File: src/include/porvp_consts.svh
`ifndef PORVP_CONSTS_SVH
`define PORVP_CONSTS_SVH

// configuration register indices; byte address is index times four
`define PORVP_IDX_MAP_A 3'h2
`define PORVP_IDX_MAP_B 3'h3
`define PORVP_IDX_CLKEV 3'h4
`define PORVP_IDX_EXTERNAL_BUS_PIN_ROUTE 3'h5
`define PORVP_IDX_EVT 3'h6

// region selectors: vports at 0x040 + n*0x10, real ports at 0x200 + p*0x20
`define PORVP_VP_BASE 6'h01
`define PORVP_PORT_BASE 3'h1

// per-port register indices; virtual port windows reach only DIR to FLAGS, real port windows all eight
`define PORVP_IDX_DIR 3'h0
`define PORVP_IDX_OUT 3'h1
`define PORVP_IDX_IN 3'h2
`define PORVP_IDX_FLAGS 3'h3
`define PORVP_IDX_MASK0 3'h4
`define PORVP_IDX_MASK1 3'h5
`define PORVP_IDX_SENSE_LO 3'h6
`define PORVP_IDX_SENSE_HI 3'h7

// field positions
`define PORVP_CLK_ROUTE_LSB 0
`define PORVP_EVT_ROUTE_LSB 4
`define PORVP_CS_ROUTE_LSB 0
`define PORVP_ADR_ROUTE_LSB 2

`define PORVP_RST_BYTE 8'h00

// real port numbers in port order
`define PORVP_PORT_C 4'h2
`define PORVP_PORT_D 4'h3
`define PORVP_PORT_E 4'h4
`define PORVP_PORT_F 4'h5
`define PORVP_PORT_H 4'h7
`define PORVP_PORT_L 4'hA

`endif

File: src/include/porvp_pkg.sv
package porvp_pkg;
  typedef enum logic [2:0] {
    ST_IDLE = 3'b001,
    ST_FETCH = 3'b010,
    ST_DONE = 3'b100
  } porvp_state_e;
  typedef enum logic [2:0] {
    SENSE_BOTH = 3'h0,
    SENSE_RISE = 3'h1,
    SENSE_FALL = 3'h2,
    SENSE_LOW = 3'h3,
    SENSE_OFF = 3'h7
  } porvp_sense_e;
endpackage

File: src/hdl/porvp_sense.sv
`timescale 1ns/10ps
`default_nettype none
module porvp_sense import porvp_pkg::*; #(
  parameter int NPORT = 16
) (
  input wire logic clk,
  input wire logic rst,
  input wire logic [NPORT*8-1:0] pin_in,
  input wire logic [NPORT*24-1:0] sense_all,
  input wire logic [NPORT*8-1:0] mask0_all,
  input wire logic [NPORT*8-1:0] mask1_all,
  output logic [NPORT*2-1:0] flag_set,
  output logic [NPORT*8-1:0] level_gated
);
  logic [NPORT*8-1:0] prev;
  logic [NPORT*8-1:0] hit;

  always_ff @(posedge clk or posedge rst) begin
    if (rst) begin
      prev <= '0;
    end else begin
      prev <= pin_in;
    end
  end

  genvar g;
  for (g = 0; g < NPORT*8; g++) begin : g_pin
    logic [2:0] cfg;
    assign cfg = sense_all[g*3 +: 3];
    assign hit[g] = (cfg == SENSE_BOTH && (pin_in[g] ^ prev[g])) ||
                    (cfg == SENSE_RISE && pin_in[g] && !prev[g]) ||
                    (cfg == SENSE_FALL && !pin_in[g] && prev[g]) ||
                    (cfg == SENSE_LOW && !pin_in[g]);
    // a disabled input buffer reads low and cannot trigger
    assign level_gated[g] = (cfg != SENSE_OFF) && pin_in[g];
  end
  for (g = 0; g < NPORT; g++) begin : g_port
    assign flag_set[g*2] = |(hit[g*8 +: 8] & mask0_all[g*8 +: 8]);
    assign flag_set[g*2+1] = |(hit[g*8 +: 8] & mask1_all[g*8 +: 8]);

  end
endmodule
`default_nettype wire

File: src/hdl/porvp_port_bank.sv
`timescale 1ns/10ps
`default_nettype none
`include "porvp_consts.svh"
module porvp_port_bank import porvp_pkg::*; #(
  parameter int NPORT = 16
) (
  input wire logic clk,
  input wire logic rst,
  input wire logic wr_en,
  input wire logic [3:0] wr_port,
  input wire logic [2:0] wr_reg,
  input wire logic [11:0] wr_data,
  input wire logic rd_en,
  input wire logic [3:0] rd_port,
  input wire logic [2:0] rd_reg,
  output logic [11:0] rd_data,
  input wire logic [NPORT*2-1:0] flag_set,
  input wire logic [NPORT*8-1:0] level_gated,
  output logic [NPORT*8-1:0] dir_all,
  output logic [NPORT*8-1:0] out_all,
  output logic [NPORT*8-1:0] mask0_all,
  output logic [NPORT*8-1:0] mask1_all,
  output logic [NPORT*24-1:0] sense_all
);
  logic [NPORT*2-1:0] flags_all;

  genvar p;
  for (p = 0; p < NPORT; p++) begin : g_port
    logic hit;
    logic [7:0] dir_q, out_q, m0_q, m1_q;
    logic [23:0] sense_q;
    logic [1:0] flag_q, clr;
    assign hit = wr_en && wr_port == 4'(p);
    assign clr = (hit && wr_reg == `PORVP_IDX_FLAGS) ? wr_data[1:0] : 2'b00;
    always_ff @(posedge clk or posedge rst) begin
      if (rst) begin
        dir_q <= `PORVP_RST_BYTE;
        out_q <= `PORVP_RST_BYTE;
        m0_q <= `PORVP_RST_BYTE;
        m1_q <= `PORVP_RST_BYTE;
        sense_q <= '0;
      end else if (hit) begin
        unique case (wr_reg)
          `PORVP_IDX_DIR: dir_q <= wr_data[7:0];
          `PORVP_IDX_OUT: out_q <= wr_data[7:0];
          `PORVP_IDX_MASK0: m0_q <= wr_data[7:0];
          `PORVP_IDX_MASK1: m1_q <= wr_data[7:0];
          `PORVP_IDX_SENSE_LO: sense_q[11:0] <= wr_data;
          `PORVP_IDX_SENSE_HI: sense_q[23:12] <= wr_data;
          default: ; // input levels and flags are not stored here
        endcase
      end
    end
    // a new event wins over a clear in the same cycle
    always_ff @(posedge clk or posedge rst) begin
      if (rst) begin
        flag_q <= 2'b00;
      end else begin
        flag_q <= (flag_q & ~clr) | flag_set[p*2 +: 2];
      end
    end
    assign dir_all[p*8 +: 8] = dir_q;
    assign out_all[p*8 +: 8] = out_q;
    assign mask0_all[p*8 +: 8] = m0_q;
    assign mask1_all[p*8 +: 8] = m1_q;
    assign sense_all[p*24 +: 24] = sense_q;
    assign flags_all[p*2 +: 2] = flag_q;

  end

  always_ff @(posedge clk or posedge rst) begin
    if (rst) begin
      rd_data <= '0;
    end else if (rd_en) begin
      unique case (rd_reg)
        `PORVP_IDX_DIR: rd_data <= {4'h0, dir_all[{rd_port, 3'b000} +: 8]};
        `PORVP_IDX_OUT: rd_data <= {4'h0, out_all[{rd_port, 3'b000} +: 8]};
        `PORVP_IDX_IN: rd_data <= {4'h0, level_gated[{rd_port, 3'b000} +: 8]};
        `PORVP_IDX_FLAGS: rd_data <= {10'h000, flags_all[{rd_port, 1'b0} +: 2]};
        `PORVP_IDX_MASK0: rd_data <= {4'h0, mask0_all[{rd_port, 3'b000} +: 8]};
        `PORVP_IDX_MASK1: rd_data <= {4'h0, mask1_all[{rd_port, 3'b000} +: 8]};
        `PORVP_IDX_SENSE_LO: rd_data <= sense_all[rd_port*24 +: 12];
        `PORVP_IDX_SENSE_HI: rd_data <= sense_all[rd_port*24+12 +: 12];
      endcase
    end
  end
endmodule
`default_nettype wire

File: src/hdl/porvp_top.sv
`timescale 1ns/10ps
`default_nettype none
`include "porvp_consts.svh"
module porvp_top import porvp_pkg::*; #(
  parameter int NPORT = 16
) (
  input wire logic clk,
  input wire logic rst,
  input wire logic [11:0] paddr,
  input wire logic psel,
  input wire logic penable,
  input wire logic pwrite,
  input wire logic [31:0] pwdata,
  output logic [31:0] prdata,
  output logic pready,
  output logic pslverr,
  input wire logic [NPORT*8-1:0] pin_in,
  output logic [NPORT*8-1:0] pin_out,
  output logic [NPORT*8-1:0] pin_oe,
  input wire logic per_clk_level,
  input wire logic [7:0] event_chan,
  input wire logic extbus_enable,
  input wire logic extbus_four_port,
  input wire logic extbus_sdram,
  input wire logic extbus_sram_lite,
  input wire logic [23:0] extbus_addr,
  input wire logic [3:0] extbus_cs
);
  localparam int PIN_C7 = `PORVP_PORT_C*8+7;
  localparam int PIN_D7 = `PORVP_PORT_D*8+7;
  localparam int PIN_F0 = `PORVP_PORT_F*8;
  localparam int PIN_H4 = `PORVP_PORT_H*8+4;

  porvp_state_e state;
  logic [7:0] map_ctrl_a, map_ctrl_b;
  logic [1:0] clock_route_port_sel, event_route_port_sel;
  logic [1:0] extbus_addr_hi_route, extbus_select_route;
  logic [2:0] event_channel_pick;

  logic dec_ok, dec_cfg;
  logic [3:0] dec_port;
  logic [2:0] dec_reg;
  logic [3:0] vp_map;
  logic [7:0] cfg_rd;
  logic rd_en, wr_fire, bank_wr;
  logic [11:0] bank_rd;

  logic [NPORT*8-1:0] dir_all, out_all, mask0_all, mask1_all, level_gated;
  logic [NPORT*24-1:0] sense_all;
  logic [NPORT*2-1:0] flag_set;
  logic [NPORT*8-1:0] next_pin_out;

  logic clk_on, evt_on, cs_on, adr_on, adr_full, evt_bit;
  logic [3:0] clk_port, evt_port, cs_port, adr_port;
  logic [7:0] adr_bits;

  // register map decode; virtual windows are rewritten to the mapped port
  always_comb begin
    unique case (paddr[5:4])
      2'd0: vp_map = map_ctrl_a[3:0];
      2'd1: vp_map = map_ctrl_a[7:4];
      2'd2: vp_map = map_ctrl_b[3:0];
      default: vp_map = map_ctrl_b[7:4];
    endcase
  end

  always_comb begin
    dec_ok = 1'b0;
    dec_cfg = 1'b0;
    dec_port = 4'h0;
    dec_reg = paddr[4:2];
    if (paddr[11:5] == 7'h00) begin
      dec_cfg = 1'b1;
      dec_ok = paddr[4:2] >= `PORVP_IDX_MAP_A && paddr[4:2] <= `PORVP_IDX_EVT;
    end else if (paddr[11:6] == `PORVP_VP_BASE) begin
      dec_port = vp_map;
      dec_reg = {1'b0, paddr[3:2]};
      dec_ok = int'(vp_map) < NPORT;
    end else if (paddr[11:9] == `PORVP_PORT_BASE) begin
      dec_port = paddr[8:5];
      dec_ok = int'(paddr[8:5]) < NPORT;
    end
  end

  always_comb begin
    unique case (paddr[4:2])
      `PORVP_IDX_MAP_A: cfg_rd = map_ctrl_a;
      `PORVP_IDX_MAP_B: cfg_rd = map_ctrl_b;
      `PORVP_IDX_CLKEV: cfg_rd = {2'b00, event_route_port_sel, 2'b00, clock_route_port_sel};
      `PORVP_IDX_EXTERNAL_BUS_PIN_ROUTE: cfg_rd = {4'h0, extbus_addr_hi_route, extbus_select_route};
      `PORVP_IDX_EVT: cfg_rd = {5'h00, event_channel_pick};
      default: cfg_rd = 8'h00;
    endcase
  end

  // the bank read data is registered, so the answer costs one extra access cycle
  assign rd_en = state == ST_IDLE && psel && !penable;
  assign wr_fire = state == ST_DONE && psel && penable && pwrite && dec_ok;
  assign bank_wr = wr_fire && !dec_cfg;

  always_ff @(posedge clk or posedge rst) begin
    if (rst) begin
      state <= ST_IDLE;
      pready <= 1'b0;
      pslverr <= 1'b0;
      prdata <= 32'h0000_0000;
    end else begin
      unique case (state)
        ST_IDLE: begin
          if (psel && !penable) begin
            state <= ST_FETCH;
          end
        end
        ST_FETCH: begin
          state <= ST_DONE;
          pready <= 1'b1;
          pslverr <= !dec_ok;
          if (!dec_ok) begin
            prdata <= 32'h0000_0000;
          end else if (dec_cfg) begin
            prdata <= {24'h00_0000, cfg_rd};
          end else begin
            prdata <= {20'h0_0000, bank_rd};
          end
        end
        ST_DONE: begin
          if (psel && penable) begin
            state <= ST_IDLE;
            pready <= 1'b0;
          end
        end
        default: begin
          state <= ST_IDLE;
          pready <= 1'b0;
        end
      endcase
    end
  end

  always_ff @(posedge clk or posedge rst) begin
    if (rst) begin
      map_ctrl_a <= `PORVP_RST_BYTE;
      map_ctrl_b <= `PORVP_RST_BYTE;
    end else if (wr_fire && dec_cfg) begin
      if (paddr[4:2] == `PORVP_IDX_MAP_A) begin
        map_ctrl_a <= pwdata[7:0];
      end
      if (paddr[4:2] == `PORVP_IDX_MAP_B) begin
        map_ctrl_b <= pwdata[7:0];
      end
    end
  end

  // reserved bits are dropped on write so they always read back as zero
  always_ff @(posedge clk or posedge rst) begin
    if (rst) begin
      clock_route_port_sel <= 2'b00;
      event_route_port_sel <= 2'b00;
      extbus_addr_hi_route <= 2'b00;
      extbus_select_route <= 2'b00;
      event_channel_pick <= 3'b000;
    end else if (wr_fire && dec_cfg) begin
      if (paddr[4:2] == `PORVP_IDX_CLKEV) begin
        clock_route_port_sel <= pwdata[`PORVP_CLK_ROUTE_LSB +: 2];
        event_route_port_sel <= pwdata[`PORVP_EVT_ROUTE_LSB +: 2];
      end
      if (paddr[4:2] == `PORVP_IDX_EXTERNAL_BUS_PIN_ROUTE) begin
        extbus_addr_hi_route <= pwdata[`PORVP_ADR_ROUTE_LSB +: 2];
        extbus_select_route <= pwdata[`PORVP_CS_ROUTE_LSB +: 2];
      end
      if (paddr[4:2] == `PORVP_IDX_EVT) begin
        event_channel_pick <= pwdata[2:0];
      end
    end
  end

  porvp_port_bank #(.NPORT(NPORT)) u_bank (
    .clk(clk),
    .rst(rst),
    .wr_en(bank_wr),
    .wr_port(dec_port),
    .wr_reg(dec_reg),
    .wr_data(pwdata[11:0]),
    .rd_en(rd_en),
    .rd_port(dec_port),
    .rd_reg(dec_reg),
    .rd_data(bank_rd),
    .flag_set(flag_set),
    .level_gated(level_gated),
    .dir_all(dir_all),
    .out_all(out_all),
    .mask0_all(mask0_all),
    .mask1_all(mask1_all),
    .sense_all(sense_all)
  );

  porvp_sense #(.NPORT(NPORT)) u_sense (
    .clk(clk),
    .rst(rst),
    .pin_in(pin_in),
    .sense_all(sense_all),
    .mask0_all(mask0_all),
    .mask1_all(mask1_all),
    .flag_set(flag_set),
    .level_gated(level_gated)
  );

  function automatic logic [3:0] pin7_port(input logic [1:0] code);
    unique case (code)
      2'b01: return `PORVP_PORT_C;
      2'b10: return `PORVP_PORT_D;
      2'b11: return `PORVP_PORT_E;
      default: return 4'h0;
    endcase
  endfunction

  always_comb begin
    clk_on = clock_route_port_sel != 2'b00;
    clk_port = pin7_port(clock_route_port_sel);
    evt_on = event_route_port_sel != 2'b00;
    evt_port = pin7_port(event_route_port_sel);
    evt_bit = event_chan[event_channel_pick];
    cs_on = extbus_enable;
    unique case (extbus_select_route)
      2'b00: cs_port = `PORVP_PORT_H;
      2'b01: cs_port = `PORVP_PORT_L;
      2'b10: cs_port = `PORVP_PORT_F;
      default: cs_port = `PORVP_PORT_E;
    endcase
    adr_port = extbus_addr_hi_route[0] ? `PORVP_PORT_E : `PORVP_PORT_F;
    adr_full = !extbus_addr_hi_route[1];
    if (adr_full) begin
      if (extbus_sdram) begin
        adr_bits = {4'h0, extbus_addr[11:8]};
      end else if (extbus_sram_lite) begin
        adr_bits = extbus_addr[15:8];
      end else begin
        adr_bits = extbus_addr[23:16];
      end
    end else begin
      adr_bits = {extbus_sdram ? extbus_addr[11:8] : extbus_addr[19:16], 4'h0};
    end
    // the narrow route carries nothing for latch-light sram
    adr_on = extbus_enable && extbus_four_port &&
             !(!adr_full && extbus_sram_lite && !extbus_sdram);
  end

  genvar g;
  for (g = 0; g < NPORT*8; g++) begin : g_pin
    localparam logic [3:0] P = 4'(g/8);
    localparam logic [2:0] B = 3'(g%8);
    always_comb begin
      next_pin_out[g] = out_all[g];
      if (dir_all[g]) begin
        if (clk_on && clk_port == P && B == 3'h7) begin
          next_pin_out[g] = per_clk_level;
        end else if (evt_on && evt_port == P && B == 3'h7) begin
          next_pin_out[g] = evt_bit;
        end else if (cs_on && cs_port == P && B >= 3'h4) begin
          next_pin_out[g] = extbus_cs[B[1:0]];
        end else if (adr_on && adr_port == P && (adr_full || B >= 3'h4)) begin
          next_pin_out[g] = adr_bits[B];
        end
      end
    end
  end

  always_ff @(posedge clk or posedge rst) begin
    if (rst) begin
      pin_out <= '0;
      pin_oe <= '0;
    end else begin
      pin_out <= next_pin_out;
      pin_oe <= dir_all;
    end
  end
endmodule
`default_nettype wire

File: config.mk
export PLATFORM = sky130hd
export DESIGN_NAME = porvp_top
export DESIGN_NICKNAME = d
export VERILOG_FILES = /design/src/include/porvp_pkg.sv /design/src/hdl/porvp_sense.sv /design/src/hdl/porvp_port_bank.sv /design/src/hdl/porvp_top.sv
export VERILOG_INCLUDE_DIRS = /design/src /design/src/include
export SDC_FILE = /design/constraint.sdc
export NUM_CORES = 2
export LEC_CHECK = 0
export ABC_AREA = 1
export BUFFER_PORTS_ARGS = -buffer_cell sky130_fd_sc_hd__buf_4
export CAP_MARGIN = 5
export CORE_MARGIN = 2
export CORE_UTILIZATION = 52
export DETAILED_ROUTE_END_ITERATION = 8
export PLACE_DENSITY = 0.71
export RECOVER_POWER = 25
export SYNTH_ARGS = -nofsm -noshare
export SYNTH_HDL_FRONTEND = slang
export SYNTH_SLANG_ARGS = --single-unit
File: constraint.sdc
create_clock -name clk -period 126.6 [get_ports clk]
set_input_delay 6.33 -clock clk [delete_from_list [all_inputs] [get_ports clk]]
set_output_delay 6.33 -clock clk [all_outputs]
set_load 0.1 [all_outputs]
## Word-level counts from Yosys, hierarchy flattened

Index checks and enable logic that the tools add are counted.

| operators by class | value |
|---|---|
| magnitude comparators | 3 |
| reductions and logical operators | 1943 |
| eq/ne operators | 616 |
| $mul | 1 |
| mux-type cells | 397 |
| bitwise gates (word level) | 209 |
| shift operators | 8 |
| $add $sub $neg | 1 |

Operators with widths:

| operator | number |
|---|---|
| $logic_and A1 B1 Y1 | 1023 |
| $eq A3 B2 Y1 const B | 263 |
| $shiftx A128 B8 Y8 | 5 |
| $eq A3 B1 Y1 const B | 132 |
| $logic_not A3 Y1 | 129 |
| $logic_or A1 B1 Y1 | 384 |
| $ne A3 B3 Y1 const B | 128 |
| $shiftx A384 B10 Y12 | 1 |
| $shiftx A384 B33 Y12 | 1 |
| $mux W1 | 359 |
| $logic_not A1 Y1 | 262 |
| $and A8 B8 Y8 | 32 |
| $reduce_or A8 Y1 | 32 |
| $reduce_and A2 Y1 | 103 |
| $xor A1 B1 Y1 | 128 |
| $eq A3 B4 Y1 const B | 24 |
| $pmux W12 S8 | 1 |
| $eq A4 B4 Y1 const B | 16 |
| $eq A3 B3 Y1 const B | 18 |
| $eq A4 B3 Y1 const B | 10 |
| $pmux W8 S5 | 1 |
| $and A2 B2 Y2 | 16 |
| $eq A4 B2 Y1 const B | 8 |
| $mux W2 | 16 |
| other kinds (27) | 86 |

| word-level totals | value |
|---|---|
| output and inout bits | 290 |
| flip-flop bits (word level) | 1388 |
| logic and storage cells | 3305 |
| input bits | 218 |

## Longest topological paths before layout

| logic depth | value |
|---|---|
| depth after elaboration | 12 |
| depth in mapped cells | 21 |

## Hierarchy

A second synthesis with hierarchy kept.

| unflattened totals | value |
|---|---|
| cells, all modules | 8546 |
| area total of the unflattened synthesis | 65580.4 um^2 |

By module, submodules not included:

| module | sequential area each (um^2) | area an instance (um^2) | cells an instance | times used |
|---|---|---|---|---|
| porvp_port_bank | 23522.6 | 44734.2 | 5903 | 1 |
| porvp_sense | 3203.1 | 10453.8 | 1745 | 1 |
| porvp_top | 7508.5 | 10392.5 | 898 | 1 |

## Least setup slack after synthesis

Ideal clock, no wire load.

| path | value |
|---|---|
| path kind | input-to-reg |
| start point | input port paddr[10] |
| end point | register u_bank.g_port[4].dir_q[0] |
| cell stages on the path | 13 |
| data arrival time | 8.102 ns |
| library setup time | 0.132 ns |
| slack | 118.366 ns |
| required time | 126.468 ns |
| cells stage by stage | nor2_2 -> nand3_1 -> buf_4 -> o21ai_1 -> nand2_2 -> nor2_4 -> inv_2 -> buf_4 -> nor2_8 -> nand2_2 -> buf_2 -> nand2_1 -> o21ai_1 |

| on the way | value |
|---|---|
| word-level cells in the longest chain between the ends | 8 |
| elaborated cells on any way between the ends | 19 |
| classes of those cells | eq/ne: 3; mux: 9; reduce/logical: 7 |

RTL lines:

| item | line | RTL |
|---|---|---|
| from (decl) | porvp_top.sv:9 | `input wire logic [11:0] paddr,` |
| parallel branches: the longest is 7 deep, another holds $mux W4 | n/a |  |
| $reduce_and A2 Y1 (no line) * | n/a |  |
| to (signal assigned) | porvp_port_bank.sv:37 | `` dir_q <= `PORVP_RST_BYTE; `` |
| to (signal assigned) | porvp_port_bank.sv:44 | `` `PORVP_IDX_DIR: dir_q <= wr_data[7:0]; `` |
| to (decl) | porvp_port_bank.sv:30 | `logic [7:0] dir_q, out_q, m0_q, m1_q;` |

Mark *: on every way between the ends.
A chain may end at the register's enable or synchronous reset.

==> results.yml <==
run_status:
  outcome: "finished, violations left"
  violations: "capacitance limit, slew limit"
yosys:
  synth_warnings: 0
  yosys.cell_count.top_type: "sky130_fd_sc_hd__nand2_1"
  synth_instances: 8126
  yosys.area.top_type_share: 0.526
  avgSynthCellArea_um2: 8.00
  ys_seq_area_frac: 0.526
  synth-main-ff-cell: "sky130_fd_sc_hd__dfrtp_1"
  synth-edff-count: 0
  async_reset_ff_frac: 1.00
  syn_area_um2: 65000
  synth_top_area_cell: "sky130_fd_sc_hd__dfrtp_1"
  ys_ff_latch: 1368
  synth.lib_cells_used.distinct: 56
  synth.top_cells.by_area: "sky130_fd_sc_hd__dfrtp_1 (53%), sky130_fd_sc_hd__nand2_1 (14%), sky130_fd_sc_hd__o21ai_1 (6.1%)"
  synth.top_cells.by_count: "sky130_fd_sc_hd__nand2_1 (2472), sky130_fd_sc_hd__dfrtp_1 (1367), sky130_fd_sc_hd__o21ai_1 (788)"
clock_tree:
  clk_latency_ps: 770
  postCtsSetupRepairBufs: 0
  cts_buffers: 149
  clockRootBuffer: "sky130_fd_sc_hd__clkbuf_16"
  cts_hold_buf: 0
  cts_resized: 0
  clk_path_buf_depth: 3
  numClockSinks: 1368
  cts_tree: "yes"
  path_clk_slew_ps: 60
  cts_max_level: 4
detailed_routing:
  pre_repair_dr_iteration_count: 6
  vias: 60481
  post-route-drc-count: 0
  drt-initial-drc-count: 8767
  drt-total-wl_um: 247000
  avgRoutedWirePerCell_um: 24.5
  ant_nets: 0
  vias_per_cell: 5.99
sta:
  fin_worst_skew_ps: 24.4
  final.hold.worst_slack_ps: 403
  slew_violations: 388
  rsz0062_at_grt: "no"
  setup-violations-final: 0
  final_report_hold_violation_count: 0
  finalSetupTns_ps: 0
  period_share: 0.132
  tightestPinTransition_ps: 8120
  max_slew_margin: -4.42
  postLayoutSetupSlackWorst_ps: 109910
  fmax_ghz: 0.0599
  timing.final.crit_period_ps: 16690
place:
  gp_congestion: 1.02
  dpl.hpwl_um: 168000
  post_dp_cell_area_um2: 69000
  count_of_buffers_from_port_buffering: 457
  dp_worst_setup_slack_ps: 114710
min_path:
  worst_hold_startpoint: "u_bank.g_port[13].dir_q[4]"
  worst_hold_path.endpoint: "pin_oe[108]"
  min_delay_path_depth: 0
  hold_path_class: "flop to flop"
critical_path:
  worstPathCellList: "clkbuf_4, clkinvlp_2, clkbuf_1, buf_4, buf_4"
  timing.critical_path.slowest_cell_delay_ps: 5860
  regToRegStartpoint: "map_ctrl_a[4]"
  slowest_stage: "sky130_fd_sc_hd__clkbuf_1"
  crit_top_cell: "sky130_fd_sc_hd__buf_4"
  cp.arrival_ps: 17420
  reg2reg_to: "u_bank.rd_data[2]"
  crit_path_start: "rst"
  setup.reg_to_reg.worst_slack_ps: 122310
  biggest_fanout_along_the_worst_timing_path: 158
  r2r_cells: 17
  endpoint_kind: "async pin"
  worst_setup_path_start_kind: "input pin"
  critPathKind: "input pin to async pin"
  critical_path_required_ps: 127330
grt:
  grt_max_degree: 163
  grt_antenna_before_repair: 41
  grt_pass1_wl_um: 361000
  tot_gr_track_use: 0.382
  vias_in_the_first_global_route: 55724
  globalRouteOverflowTotal: 0
die:
  die_w_um: 358
  initial_core_utilization: 0.525
  chipHeight_um: 358
  fp.coreArea_um2: 124000
  num_io_pins: 508
  die_area_um2: 128000
  placementRows: 129
finish:
  layout.cell_area.non_filler_um2: 73700
  post_route_cells_drive_above_1_share: 0.0965
  flow.area_growth_from_synthesis_pct: 13.3
  design.final.nets: 8530
power:
  worst_ir_drop_vdd_uv: 14.6
  fin_total_pwr_mw: 1.01
  p_per_area_nw_per_um2: 13.7
  total_leakage_power_nw: 35.3
run:
  max_cap_violations: 4
kinds of logic after synthesis:
family / after synthesis / share of synthesized area
flops: 1368 / 0.526
other cells: 1 / 0.0000577
compound gates: 1780 / 0.149
buf+inv: 1083 / 0.0685
simple gates: 3864 / 0.251
mux: 20 / 0.00308
fa+ha+maj: 10 / 0.00192
cells in the final DEF (no fill, tap or decap), types with 9 or more instances in the layout:
master and n:
sky130_fd_sc_hd__nand2_1 2469, sky130_fd_sc_hd__dfrtp_1 1367, sky130_fd_sc_hd__o21ai_1 788, sky130_fd_sc_hd__nor2_1 584, sky130_fd_sc_hd__o21ai_0 570, sky130_fd_sc_hd__inv_1 530
sky130_fd_sc_hd__nand3_1 434, sky130_fd_sc_hd__buf_4 389, sky130_fd_sc_hd__nand4_1 182, sky130_fd_sc_hd__clkbuf_1 159, sky130_fd_sc_hd__clkbuf_16 154, sky130_fd_sc_hd__a21oi_1 138
sky130_fd_sc_hd__a31oi_1 79, sky130_fd_sc_hd__nand2_2 72, sky130_fd_sc_hd__a221oi_1 38, sky130_fd_sc_hd__o21a_1 36, sky130_fd_sc_hd__nor3_1 33, sky130_fd_sc_hd__diode_2 31
sky130_fd_sc_hd__a211oi_1 29, sky130_fd_sc_hd__clkinv_2 29, sky130_fd_sc_hd__a22o_1 27, sky130_fd_sc_hd__a22oi_1 27, sky130_fd_sc_hd__clkbuf_8 27, sky130_fd_sc_hd__mux2i_1 20
sky130_fd_sc_hd__conb_1 20, sky130_fd_sc_hd__inv_2 18, sky130_fd_sc_hd__nor2_8 18, sky130_fd_sc_hd__bufinv_16 17, sky130_fd_sc_hd__nand3b_1 14, sky130_fd_sc_hd__nand2_4 13
sky130_fd_sc_hd__or2_2 12, sky130_fd_sc_hd__nor3b_1 10, sky130_fd_sc_hd__ha_1 10, sky130_fd_sc_hd__inv_4 9
power breakdown:
part | switching [mW] | internal, mW
Clock | 0.186 | 0.274
Sequential | 0.00581 | 0.444
Combinational | 0.0805 | 0.0201
Total | 0.273 | 0.738
worst max-delay path, delay by kind of cell:
family	cells	cell delay (ps)
buffers and inverters	5	10800
worst max path at each step:
| stage | end | cells past startpoint |
|---|---|---|
| 3_3_place_gp | u_bank.rd_data[2] | 18 |
| 6_report | u_sense.prev[52] | 5 |
| 3_5_place_dp | u_bank.rd_data[2] | 18 |
| 2_1_floorplan | clock_route_port_sel[0] | 1 |
| 4_1_cts | u_bank.rd_data[2] | 18 |
| 5_1_grt | u_sense.prev[52] | 5 |
metal layers:
metal	GRT usage	share of wire
met2	0.551	0.43
met4	0.222	0.062
met1	0.511	0.39
met3	0.114	0.13
met5	0	0.00078
area by class of cell:
cell class	count	area [µm²]
Antenna cell	31	77.6
Tap cell	1637	2050
Clock inverter	65	851
Fill cell	11060	50200
Sequential cell	1368	34200
Inverter	559	2130
Clock buffer	205	4320
Timing Repair Buffer	530	3520
Multi-Input combinational cell	5694	26500
flip-flops by register name, summed over array words and instances (netlist names):
register               flops
clock_route_port_sel       2
event_channel_pick         3
event_route_port_sel       2
extbus_addr_hi_route       2
extbus_select_route        2
map_ctrl_a                 8
map_ctrl_b                 8
pin_oe                   128
pin_out                  128
prdata                    12
pready                     1
pslverr                    1
state                      3
u_bank.g_port.dir_q      128
u_bank.g_port.flag_q      32
u_bank.g_port.m0_q       128
u_bank.g_port.m1_q       128
u_bank.g_port.out_q      128
u_bank.g_port.sense_q    384
u_bank.rd_data            12
u_sense.prev             128
metrics by stage:
step,instances,utilization
floorplan,8145,-
detailed placement,9788,0.557
CTS,10058,0.598
global route,10078,0.594
global placement,9788,0.557
finish,10089,0.595
(Power assumes the default switching activity.)
